==> src/verilog/cogt_regs.vh <==
// Functional notes
// - rising dead-band select 0: count clock periods
// - rising dead-band select 1: count chain periods
// - falling dead-band select 0: count clock periods
// - falling dead-band select 1: count chain periods
// - rising event blanks falling inputs for count
// - falling event blanks rising inputs for count
// - rising edge event delayed by phase count
// - falling edge event delayed by phase count
// - count bits 7-6 read zero, ignore writes
// - counts read-write, undefined at power-on, unreset
// - falling edge-mode source waits falling phase delay
// - falling level-mode source acts at once
`ifndef COGT_REGS_VH
`define COGT_REGS_VH

// ----------------------------------------------------------------
// register byte offsets
// ----------------------------------------------------------------
`define COGT_OFS_RDB     12'h000
`define COGT_OFS_FDB     12'h004
`define COGT_OFS_BLKR    12'h008
`define COGT_OFS_BLKF    12'h00C
`define COGT_OFS_PHR     12'h010
`define COGT_OFS_PHF     12'h014
`define COGT_OFS_CTRL1   12'h018
`define COGT_OFS_RIS     12'h01C
`define COGT_OFS_RSIM    12'h020
`define COGT_OFS_FIS     12'h024
`define COGT_OFS_FSIM    12'h028
`define COGT_OFS_CTRL0   12'h02C
`define COGT_OFS_STAT    12'h030

// ----------------------------------------------------------------
// field positions and widths
// ----------------------------------------------------------------
`define COGT_CNT_W       6
`define COGT_SRC_W       7
`define COGT_RDBS_BIT    7
`define COGT_FDBS_BIT    6
`define COGT_EN_BIT      7
`define COGT_ST_STATE    0
`define COGT_ST_PRI      1
`define COGT_ST_CMP      2
`define COGT_ST_BLKR     3
`define COGT_ST_BLKF     4

// ----------------------------------------------------------------
// reset values
// ----------------------------------------------------------------
`define COGT_RST_CTRL    8'h00
`define COGT_RST_SRC     7'h00

// ----------------------------------------------------------------
// timing: delay chain element period, in clock cycles
// ----------------------------------------------------------------
`define COGT_CHAIN_NS    20
`define COGT_CLK_NS      10
`define COGT_CHAIN_DIV   (`COGT_CHAIN_NS / `COGT_CLK_NS)

`endif

==> src/verilog/cogt_delay_cnt.v <==
`timescale 1ns/1ps
`include "cogt_regs.vh"
module cogt_delay_cnt
(
  input  wire                   clk,      // system clock
  input  wire                   nrst,     // sync reset, active low
  input  wire                   tick,     // count enable pulse
  input  wire                   start,    // restart interval
  input  wire [`COGT_CNT_W-1:0] count,    // interval length in ticks
  output wire                   busy,     // interval running
  output wire                   done      // end-of-interval pulse
);

  reg [`COGT_CNT_W-1:0] remain_reg;
  reg                   busy_reg;
  wire                  zeroStart;
  wire                  lastTick;

  // ----------------------------------------------------------------
  // down counter
  // ----------------------------------------------------------------
  // a zero count finishes in the start cycle itself, so no delay
  assign zeroStart = start & (count == {`COGT_CNT_W{1'b0}});
  // the last tick ends the interval at once, so n ticks cost exactly n
  assign lastTick  = busy_reg & tick & ~start & (remain_reg == 6'h01);
  assign busy      = busy_reg;
  assign done      = zeroStart | lastTick;

  // restart wins over a running interval so the latest event rules
  always @(posedge clk)
  begin
    if (!nrst)
    begin
      remain_reg <= {`COGT_CNT_W{1'b0}};
      busy_reg   <= 1'b0;
    end
    else if (start)
    begin
      remain_reg <= count;
      busy_reg   <= ~zeroStart;
    end
    else if (busy_reg && tick)
    begin
      remain_reg <= remain_reg - 6'h01;
      busy_reg   <= (remain_reg != 6'h01);
    end
  end

endmodule

==> src/verilog/cogt_timing.v <==
// The APB slave port and the register offsets were decided locally.
`timescale 1ns/1ps
`include "cogt_regs.vh"
module cogt_timing
(
  input  wire                   clk,              // 100 MHz system clock
  input  wire                   nrst,             // sync reset, active low
  input  wire                   psel,             // apb select
  input  wire                   penable,          // apb access phase
  input  wire                   pwrite,           // apb write
  input  wire [11:0]            paddr,            // apb byte address
  input  wire [31:0]            pwdata,           // apb write data
  output wire [31:0]            prdata,           // apb read data
  output wire                   pready,           // apb ready
  output wire                   pslverr,          // apb error, unmapped
  input  wire [`COGT_SRC_W-1:0] risingSource,     // rising event sources
  input  wire [`COGT_SRC_W-1:0] fallingSource,    // falling event sources
  output wire                   primaryOut,       // primary waveform
  output wire                   complementaryOut  // complementary waveform
);

  // ----------------------------------------------------------------
  // registers
  // ----------------------------------------------------------------
  reg [`COGT_CNT_W-1:0] risingDeadbandValue_reg;
  reg [`COGT_CNT_W-1:0] fallingDeadbandValue_reg;
  reg [`COGT_CNT_W-1:0] risingBlankingValue_reg;
  reg [`COGT_CNT_W-1:0] fallingBlankingValue_reg;
  reg [`COGT_CNT_W-1:0] risingPhaseValue_reg;
  reg [`COGT_CNT_W-1:0] fallingPhaseValue_reg;
  reg                   risingDeadbandSourceSelect_reg;
  reg                   fallingDeadbandSourceSelect_reg;
  reg                   generatorEnable_reg;
  reg [`COGT_SRC_W-1:0] risingSourceEnable_reg;
  reg [`COGT_SRC_W-1:0] risingSourceInputMode_reg;
  reg [`COGT_SRC_W-1:0] fallingSourceEnable_reg;
  reg [`COGT_SRC_W-1:0] fallingSourceInputMode_reg;

  reg [31:0]            prdata_reg;
  reg                   pready_reg;
  reg                   pslverr_reg;

  reg [`COGT_SRC_W-1:0] riseS1_reg;
  reg [`COGT_SRC_W-1:0] riseS2_reg;
  reg [`COGT_SRC_W-1:0] riseS3_reg;
  reg [`COGT_SRC_W-1:0] riseClean_reg;
  reg [`COGT_SRC_W-1:0] riseCleanPrev_reg;
  reg [`COGT_SRC_W-1:0] fallS1_reg;
  reg [`COGT_SRC_W-1:0] fallS2_reg;
  reg [`COGT_SRC_W-1:0] fallS3_reg;
  reg [`COGT_SRC_W-1:0] fallClean_reg;
  reg [`COGT_SRC_W-1:0] fallCleanPrev_reg;

  reg [7:0]             chainDiv_reg;
  reg                   chainTick_reg;
  reg                   state_reg;
  reg                   primary_reg;
  reg                   complementary_reg;

  reg [31:0]            readData;
  reg                   readHit;

  wire                  wrStrobe;
  wire                  setupCycle;
  wire [`COGT_SRC_W-1:0] riseEdge;
  wire [`COGT_SRC_W-1:0] fallEdge;
  wire                  riseEdgeReq;
  wire                  riseLevelReq;
  wire                  fallEdgeReq;
  wire                  fallLevelReq;
  wire                  risePhaseDone;
  wire                  fallPhaseDone;
  wire                  riseEvent;
  wire                  fallEvent;
  wire                  riseTake;
  wire                  fallTake;
  wire                  blankRiseBusy;
  wire                  blankFallBusy;
  wire                  riseDbTick;
  wire                  fallDbTick;
  wire                  riseDbDone;
  wire                  fallDbDone;
  wire                  riseDbBusy;
  wire                  fallDbBusy;

  // ----------------------------------------------------------------
  // apb slave
  // ----------------------------------------------------------------
  // no wait state: pready rises in the first access cycle
  assign setupCycle = psel & ~penable;
  assign wrStrobe   = psel & penable & pready_reg & pwrite;
  assign prdata     = prdata_reg;
  assign pready     = pready_reg;
  assign pslverr    = pslverr_reg;

  // read mux; upper bits of every count read zero
  always @*
  begin
    readData = 32'h00000000;
    readHit  = 1'b1;
    case (paddr)
      `COGT_OFS_RDB:   readData[`COGT_CNT_W-1:0] = risingDeadbandValue_reg;
      `COGT_OFS_FDB:   readData[`COGT_CNT_W-1:0] = fallingDeadbandValue_reg;
      `COGT_OFS_BLKR:  readData[`COGT_CNT_W-1:0] = risingBlankingValue_reg;
      `COGT_OFS_BLKF:  readData[`COGT_CNT_W-1:0] = fallingBlankingValue_reg;
      `COGT_OFS_PHR:   readData[`COGT_CNT_W-1:0] = risingPhaseValue_reg;
      `COGT_OFS_PHF:   readData[`COGT_CNT_W-1:0] = fallingPhaseValue_reg;
      `COGT_OFS_CTRL1:
      begin
        readData[`COGT_RDBS_BIT] = risingDeadbandSourceSelect_reg;
        readData[`COGT_FDBS_BIT] = fallingDeadbandSourceSelect_reg;
      end
      `COGT_OFS_RIS:   readData[`COGT_SRC_W-1:0] = risingSourceEnable_reg;
      `COGT_OFS_RSIM:  readData[`COGT_SRC_W-1:0] = risingSourceInputMode_reg;
      `COGT_OFS_FIS:   readData[`COGT_SRC_W-1:0] = fallingSourceEnable_reg;
      `COGT_OFS_FSIM:  readData[`COGT_SRC_W-1:0] = fallingSourceInputMode_reg;
      `COGT_OFS_CTRL0: readData[`COGT_EN_BIT] = generatorEnable_reg;
      `COGT_OFS_STAT:
      begin
        readData[`COGT_ST_STATE] = state_reg;
        readData[`COGT_ST_PRI]   = primary_reg;
        readData[`COGT_ST_CMP]   = complementary_reg;
        readData[`COGT_ST_BLKR]  = blankFallBusy;
        readData[`COGT_ST_BLKF]  = blankRiseBusy;
      end
      default:         readHit = 1'b0;
    endcase
  end

  // answer is prepared in the setup cycle, so outputs stay registered
  always @(posedge clk)
  begin
    if (!nrst)
    begin
      prdata_reg  <= 32'h00000000;
      pready_reg  <= 1'b0;
      pslverr_reg <= 1'b0;
    end
    else
    begin
      pready_reg  <= setupCycle;
      pslverr_reg <= setupCycle & ~readHit;
      if (setupCycle && !pwrite)
      begin
        prdata_reg <= readData;
      end
      else
      begin
        prdata_reg <= 32'h00000000;
      end
    end
  end

  // timing counts have no reset: unknown at power-up, kept otherwise
  always @(posedge clk)
  begin
    if (wrStrobe)
    begin
      case (paddr)
        `COGT_OFS_RDB:  risingDeadbandValue_reg  <= pwdata[`COGT_CNT_W-1:0];
        `COGT_OFS_FDB:  fallingDeadbandValue_reg <= pwdata[`COGT_CNT_W-1:0];
        `COGT_OFS_BLKR: risingBlankingValue_reg  <= pwdata[`COGT_CNT_W-1:0];
        `COGT_OFS_BLKF: fallingBlankingValue_reg <= pwdata[`COGT_CNT_W-1:0];
        `COGT_OFS_PHR:  risingPhaseValue_reg     <= pwdata[`COGT_CNT_W-1:0];
        `COGT_OFS_PHF:  fallingPhaseValue_reg    <= pwdata[`COGT_CNT_W-1:0];
        default:
        begin
        end
      endcase
    end
  end

  // control and source selection registers
  always @(posedge clk)
  begin
    if (!nrst)
    begin
      risingDeadbandSourceSelect_reg  <= 1'b0;
      fallingDeadbandSourceSelect_reg <= 1'b0;
      generatorEnable_reg             <= 1'b0;
      risingSourceEnable_reg          <= `COGT_RST_SRC;
      risingSourceInputMode_reg       <= `COGT_RST_SRC;
      fallingSourceEnable_reg         <= `COGT_RST_SRC;
      fallingSourceInputMode_reg      <= `COGT_RST_SRC;
    end
    else if (wrStrobe)
    begin
      case (paddr)
        `COGT_OFS_CTRL1:
        begin
          risingDeadbandSourceSelect_reg  <= pwdata[`COGT_RDBS_BIT];
          fallingDeadbandSourceSelect_reg <= pwdata[`COGT_FDBS_BIT];
        end
        `COGT_OFS_RIS:   risingSourceEnable_reg     <= pwdata[`COGT_SRC_W-1:0];
        `COGT_OFS_RSIM:  risingSourceInputMode_reg  <= pwdata[`COGT_SRC_W-1:0];
        `COGT_OFS_FIS:   fallingSourceEnable_reg    <= pwdata[`COGT_SRC_W-1:0];
        `COGT_OFS_FSIM:  fallingSourceInputMode_reg <= pwdata[`COGT_SRC_W-1:0];
        `COGT_OFS_CTRL0: generatorEnable_reg        <= pwdata[`COGT_EN_BIT];
        default:
        begin
        end
      endcase
    end
  end

  // ----------------------------------------------------------------
  // source synchronisers and edge detection
  // ----------------------------------------------------------------
  // three stages; a level is believed once stages two and three agree
  genvar gi;
  generate
    for (gi = 0; gi < `COGT_SRC_W; gi = gi + 1)
    begin : gSync
      always @(posedge clk)
      begin
        if (!nrst)
        begin
          riseS1_reg[gi]        <= 1'b0;
          riseS2_reg[gi]        <= 1'b0;
          riseS3_reg[gi]        <= 1'b0;
          riseClean_reg[gi]     <= 1'b0;
          riseCleanPrev_reg[gi] <= 1'b0;
          fallS1_reg[gi]        <= 1'b1;
          fallS2_reg[gi]        <= 1'b1;
          fallS3_reg[gi]        <= 1'b1;
          fallClean_reg[gi]     <= 1'b1;
          fallCleanPrev_reg[gi] <= 1'b1;
        end
        else
        begin
          riseS1_reg[gi]        <= risingSource[gi];
          riseS2_reg[gi]        <= riseS1_reg[gi];
          riseS3_reg[gi]        <= riseS2_reg[gi];
          riseCleanPrev_reg[gi] <= riseClean_reg[gi];
          fallS1_reg[gi]        <= fallingSource[gi];
          fallS2_reg[gi]        <= fallS1_reg[gi];
          fallS3_reg[gi]        <= fallS2_reg[gi];
          fallCleanPrev_reg[gi] <= fallClean_reg[gi];
          if (riseS2_reg[gi] == riseS3_reg[gi])
          begin
            riseClean_reg[gi] <= riseS3_reg[gi];
          end
          if (fallS2_reg[gi] == fallS3_reg[gi])
          begin
            fallClean_reg[gi] <= fallS3_reg[gi];
          end
        end
      end
    end
  endgenerate

  assign riseEdge = riseClean_reg & ~riseCleanPrev_reg;
  assign fallEdge = ~fallClean_reg & fallCleanPrev_reg;

  // ----------------------------------------------------------------
  // event requests with blanking
  // ----------------------------------------------------------------
  // blanking masks inputs, so an edge seen while blanked is dropped
  assign riseEdgeReq  = ~blankRiseBusy &
                        (|(riseEdge & risingSourceEnable_reg & risingSourceInputMode_reg));
  assign riseLevelReq = ~blankRiseBusy &
                        (|(riseClean_reg & risingSourceEnable_reg & ~risingSourceInputMode_reg));
  assign fallEdgeReq  = ~blankFallBusy &
                        (|(fallEdge & fallingSourceEnable_reg & fallingSourceInputMode_reg));
  assign fallLevelReq = ~blankFallBusy &
                        (|(~fallClean_reg & fallingSourceEnable_reg & ~fallingSourceInputMode_reg));

  // ----------------------------------------------------------------
  // phase delay
  // ----------------------------------------------------------------
  cogt_delay_cnt uRisePhase
  (
    .clk   (clk),
    .nrst  (nrst),
    .tick  (1'b1),
    .start (riseEdgeReq & generatorEnable_reg),
    .count (risingPhaseValue_reg),
    .busy  (),
    .done  (risePhaseDone)
  );

  cogt_delay_cnt uFallPhase
  (
    .clk   (clk),
    .nrst  (nrst),
    .tick  (1'b1),
    .start (fallEdgeReq & generatorEnable_reg),
    .count (fallingPhaseValue_reg),
    .busy  (),
    .done  (fallPhaseDone)
  );

  // level requests skip the phase counter entirely
  assign riseEvent = generatorEnable_reg & (risePhaseDone | riseLevelReq);
  assign fallEvent = generatorEnable_reg & (fallPhaseDone | fallLevelReq);

  // only a change of state starts dead-band and blanking, so a held
  // level does not retrigger them; falling wins a tie to stay off
  assign fallTake = fallEvent & state_reg;
  assign riseTake = riseEvent & ~state_reg & ~fallEvent;

  // ----------------------------------------------------------------
  // blanking counters
  // ----------------------------------------------------------------
  cogt_delay_cnt uBlankFall
  (
    .clk   (clk),
    .nrst  (nrst),
    .tick  (1'b1),
    .start (riseTake),
    .count (risingBlankingValue_reg),
    .busy  (blankFallBusy),
    .done  ()
  );

  cogt_delay_cnt uBlankRise
  (
    .clk   (clk),
    .nrst  (nrst),
    .tick  (1'b1),
    .start (fallTake),
    .count (fallingBlankingValue_reg),
    .busy  (blankRiseBusy),
    .done  ()
  );

  // ----------------------------------------------------------------
  // delay chain model
  // ----------------------------------------------------------------
  // the analog chain is stood in for by a divider pulse; its element
  // period is only as fine as one clock cycle
  always @(posedge clk)
  begin
    if (!nrst)
    begin
      chainDiv_reg  <= 8'h00;
      chainTick_reg <= 1'b0;
    end
    else if (chainDiv_reg >= (`COGT_CHAIN_DIV - 1))
    begin
      chainDiv_reg  <= 8'h00;
      chainTick_reg <= 1'b1;
    end
    else
    begin
      chainDiv_reg  <= chainDiv_reg + 8'h01;
      chainTick_reg <= 1'b0;
    end
  end

  assign riseDbTick = risingDeadbandSourceSelect_reg ? chainTick_reg : 1'b1;
  assign fallDbTick = fallingDeadbandSourceSelect_reg ? chainTick_reg : 1'b1;

  // ----------------------------------------------------------------
  // dead-band counters
  // ----------------------------------------------------------------
  cogt_delay_cnt uRiseDb
  (
    .clk   (clk),
    .nrst  (nrst),
    .tick  (riseDbTick),
    .start (riseTake),
    .count (risingDeadbandValue_reg),
    .busy  (riseDbBusy),
    .done  (riseDbDone)
  );

  cogt_delay_cnt uFallDb
  (
    .clk   (clk),
    .nrst  (nrst),
    .tick  (fallDbTick),
    .start (fallTake),
    .count (fallingDeadbandValue_reg),
    .busy  (fallDbBusy),
    .done  (fallDbDone)
  );

  // ----------------------------------------------------------------
  // waveform state and outputs
  // ----------------------------------------------------------------
  // each output switches off at once and on only after its dead-band
  always @(posedge clk)
  begin
    if (!nrst)
    begin
      state_reg         <= 1'b0;
      primary_reg       <= 1'b0;
      complementary_reg <= 1'b0;
    end
    else if (!generatorEnable_reg)
    begin
      state_reg         <= 1'b0;
      primary_reg       <= 1'b0;
      complementary_reg <= 1'b0;
    end
    else
    begin
      if (fallTake)
      begin
        state_reg   <= 1'b0;
        primary_reg <= 1'b0;
      end
      else if (riseTake)
      begin
        state_reg         <= 1'b1;
        complementary_reg <= 1'b0;
      end
      if (state_reg && riseDbDone && !fallTake)
      begin
        primary_reg <= 1'b1;
      end
      else if (riseTake && riseDbDone)
      begin
        primary_reg <= 1'b1;
      end
      if (!state_reg && fallDbDone && !riseTake)
      begin
        complementary_reg <= 1'b1;
      end
      else if (fallTake && fallDbDone)
      begin
        complementary_reg <= 1'b1;
      end
    end
  end

  assign primaryOut       = primary_reg;
  assign complementaryOut = complementary_reg;

endmodule
==> config.mk <==
export PLATFORM = sky130hd
export DESIGN_NAME = cogt_timing
export DESIGN_NICKNAME = d
export VERILOG_FILES = /design/src/verilog/cogt_delay_cnt.v /design/src/verilog/cogt_timing.v
export VERILOG_INCLUDE_DIRS = /design/src /design/src/verilog
export SDC_FILE = /design/constraint.sdc
export NUM_CORES = 1
export LEC_CHECK = 0
export ABC_AREA = 0
export BUFFER_PORTS_ARGS = -buffer_cell sky130_fd_sc_hd__buf_4
export CAP_MARGIN = 15
export CORE_ASPECT_RATIO = 1.1
export CORE_UTILIZATION = 50
export CTS_BUF_LIST = sky130_fd_sc_hd__clkbuf_2 sky130_fd_sc_hd__clkbuf_4 sky130_fd_sc_hd__clkbuf_8
export CTS_CLUSTER_DIAMETER = 40
export DETAILED_ROUTE_END_ITERATION = 12
export PLACE_DENSITY = 0.7
export SYNTH_ARGS = -nofsm -noshare
export SYNTH_HDL_FRONTEND = slang
export SYNTH_SLANG_ARGS = --single-unit
==> constraint.sdc <==
create_clock -name clk -period 2.86 [get_ports clk]
set_input_delay 0.572 -clock clk [delete_from_list [all_inputs] [get_ports clk]]
set_output_delay 0.572 -clock clk [all_outputs]
set_load 0.02 [all_outputs]
==> results_dict.tcl <==
set metrics [dict create \
    synth_compound_area_share_pct 12.48 \
    finClkSkew_ns 0.01996 \
    maxSlewViolCount 0 \
    grt_util_all_layers_pct 22.88 \
    post-synth-top-area-fraction_pct 38.57 \
    hold_viol 0 \
    clkTransAtPathRegs_ns 0.06 \
    p_leak_nw 3.768 \
    grt_first_pass_wirelength_mm 31.47 \
    n_fill_cell 1461 \
    syn_to_final_growth_pct 16.07 \
    via_per_inst 5.472 \
    cp-start-kind "flip-flop" \
    async_flop_share_pct 0 \
    worst_setup_path_end_kind "flip-flop" \
    setup_viol 0 \
    min_period_ns 2.455 \
    hp-start "fallingSource[3]" \
    synthMuxAreaShare_pct 4.850 \
    synth_top_flop_cell "dfxtp_1" \
    avgSynthCellArea_um2 10.21 \
    irDropWorstVdd_v 0.0004060 \
    r2r_cells 8 \
    cts_root_buf "clkbuf_8" \
    gp_congestion 0.9273 \
    ios 99 \
    cts_resized 0 \
    synth_top_family_by_area "simple AND/OR/NAND/NOR gates" \
    num_vias 6276 \
    powerDensity_nw_per_um2 619.9 \
    yosysSeqAreaShare_pct 51.19 \
    cts_buffer_depth 3 \
    r2r_end "uFallDb.remain_reg[1]" \
    yosys.cell_types.count 64 \
    reg2reg_slack_ns 0.41 \
    whs_endpoint "fallS1_reg[3]" \
    slew-limit-headroom_pct 57.29 \
    antenna_found_initial 0 \
    layout.cells.most_common "dfxtp_1" \
    crit_fanout 15 \
    required_ns 3.27 \
    hold_path_depth 2 \
    cp.arrival_ns 2.87 \
    path_class "reg2reg" \
    ys_seq_elements 201 \
    synthTopCellsByArea "dfxtp_1, edfxtp_1, mux2i_1" \
    final_cell_mix "dfxtp_1, nand2_1, buf_4, nor2_1, clkbuf_8" \
    synth_xor_xnor_area_share_pct 3.170 \
    status "completed" \
    finalWirelength_mm 19.50 \
    synth_top_area_cell "dfxtp_1" \
    antenna_cells 0 \
    post_cts_buffers 0 \
    syn_inst 839 \
    synthAdderAreaFrac_pct 2.191 \
    die_h_um 139.3 \
    coreArea_um2 16550 \
    dp.final_hpwl_mm 13.72 \
    r2r-start "fallingPhaseValue_reg[3]" \
    fmax_mhz 407.4 \
    die_w_um 126.8 \
    pre_cts_slack_ns 0.3679 \
    synth-simple-area-share_pct 20.96 \
    ant_nets 0 \
    dieArea_um2 17660 \
    wl_per_cell_um 17.00 \
    fin_nets 995 \
    yosysWarnings 0 \
    htreeDepth 2 \
    clk_latency_ns 0.52 \
    cts_tree "done" \
    maxCapViolCount 0 \
    cts-buffers-inserted 36 \
    port_buffers 50 \
    grt-ovfl-total 0 \
    rsz0062_at_grt "false" \
    start_util_pct 51.74 \
    firstDrtPassIters 6 \
    drive_gt1_share_pct 16.86 \
    synth-edff-count 36 \
    worstMarginPinSlew_ns 0.6323 \
    finalSetupTns_ns 0 \
    grt_pass1_vias 5983 \
    post-route-period-util_pct 85.83 \
    grt_max_degree 62 \
    synthesis.area_um2 8564 \
    totalPowerFinal_w 0.006162 \
    hold_path.class "in2reg" \
    drt_first_iter_violations 438 \
    cts_hold_buf 0 \
    cts_sinks 201 \
    rows 49 \
    setup_ws_ns 0.4053 \
    drc_errors 0 \
]
## worst max path at each step
stage / cells past startpoint / endpoint / start / slack [ns]
2_1_floorplan: 3 / risingDeadbandValue_reg[0] / paddr[3] / 0.66
3_3_place_gp: 8 / prdata[3] / paddr[9] / 0.39
3_5_place_dp: 8 / prdata[3] / paddr[9] / 0.37
4_1_cts: 8 / uFallDb.remain_reg[1] / fallingPhaseValue_reg[3] / 0.40
5_1_grt: 7 / uBlankRise.busy / fallingPhaseValue_reg[3] / 0.16
6_report: 8 / uFallDb.remain_reg[1] / fallingPhaseValue_reg[3] / 0.41
## metal layers
metal / wire [µm] / global-route usage [%] / part of all wire [%] / vias up
met1: 8745 / 30.57 / 45 / 2938
met2: 9050 / 36.14 / 46 / 201
met3: 1038 / 3.537 / 5.3 / 47
li1: - / - / - / 3090
met5: 0 / 0 / 0 / -
met4: 659 / 11.47 / 3.4 / 0
## report_power, final
part	switching, W	internal [W]	leakage, nW
Clock	0.00115	0.00190	0.427
Combinational	0.000123	0.0000686	1.68
Sequential	0.0000117	0.00291	1.66
Total	0.00128	0.00488	3.77
## area by class of cell
type	count	area [µm²]	area share, %
multi-input cells	583	3847	38.70
clock inverters	13	195.2	1.963
repair buffers	70	525.5	5.286
well taps	204	255.2	2.568
inverters	25	93.84	0.9440
flip-flops and latches	201	4384	44.10
clock buffers	51	639.4	6.432
## worst max-delay path, cell delays in order (launching register included)
cell       delay [ns]
edfxtp_1         0.41
or4_1            0.54
nor3_2           0.22
nor2_1           0.08
mux2i_2          0.28
o2111ai_4        0.29
buf_4            0.31
mux2i_1          0.17
nor2b_1          0.06
## cells in the mapped netlist, drive strengths merged (2+ instances only)
| cell type | number |
|---|---|
| a211oi | 19 |
| edfxtp | 36 |
| mux2i | 40 |
| a22oi | 7 |
| xor2 | 8 |
| a31oi | 8 |
| nand4 | 3 |
| nor3 | 24 |
| or4 | 5 |
| nor4b | 4 |
| ha | 15 |
| o21ai | 31 |
| nand4b | 14 |
| o22ai | 3 |
| clkbuf | 26 |
| o31ai | 2 |
| nand3b | 2 |
| o211ai | 5 |
| a21oi | 26 |
| a22o | 6 |
| nand2b | 33 |
| o41ai | 2 |
| buf | 32 |
| and2 | 31 |
| nand2 | 75 |
| nor2b | 27 |
| nor3b | 7 |
| o211a | 12 |
| nor4 | 18 |
| dfxtp | 165 |
| inv | 25 |
| nand3 | 13 |
| a221oi | 11 |
| a21boi | 7 |
| xnor2 | 23 |
| nor2 | 58 |
## cells by family (layout without fill, tap and decap cells)
| group | count (synthesis) | after routing |
|---|---|---|
| AND/OR/NAND/NOR | 321 | 321 |
| flip-flops | 201 | 201 |
| AO/OA/AOI/OAI | 146 | 146 |
| buffers and inverters | 83 | 159 |
| multiplexers | 41 | 41 |
| XOR/XNOR | 31 | 31 |
| adder cells (fa/ha/maj) | 15 | 15 |
| other | 1 | 29 |
## per-stage QoR
step | area [µm²] | utilization [%] | hold WS, ns | instances
final | 9941 | 60.05 | 0.2303 | 1147
after detailed placement | 9106 | 55.01 | 0.3940 | 1083
after global placement | 9106 | 55.01 | 0.3892 | 1083
after floorplan | 8670 | - | 0.3863 | 867
after global routing | 9941 | 60.05 | 0.2158 | 1147
after CTS | 9941 | 60.05 | 0.2077 | 1147
(Power assumes the default switching activity.)
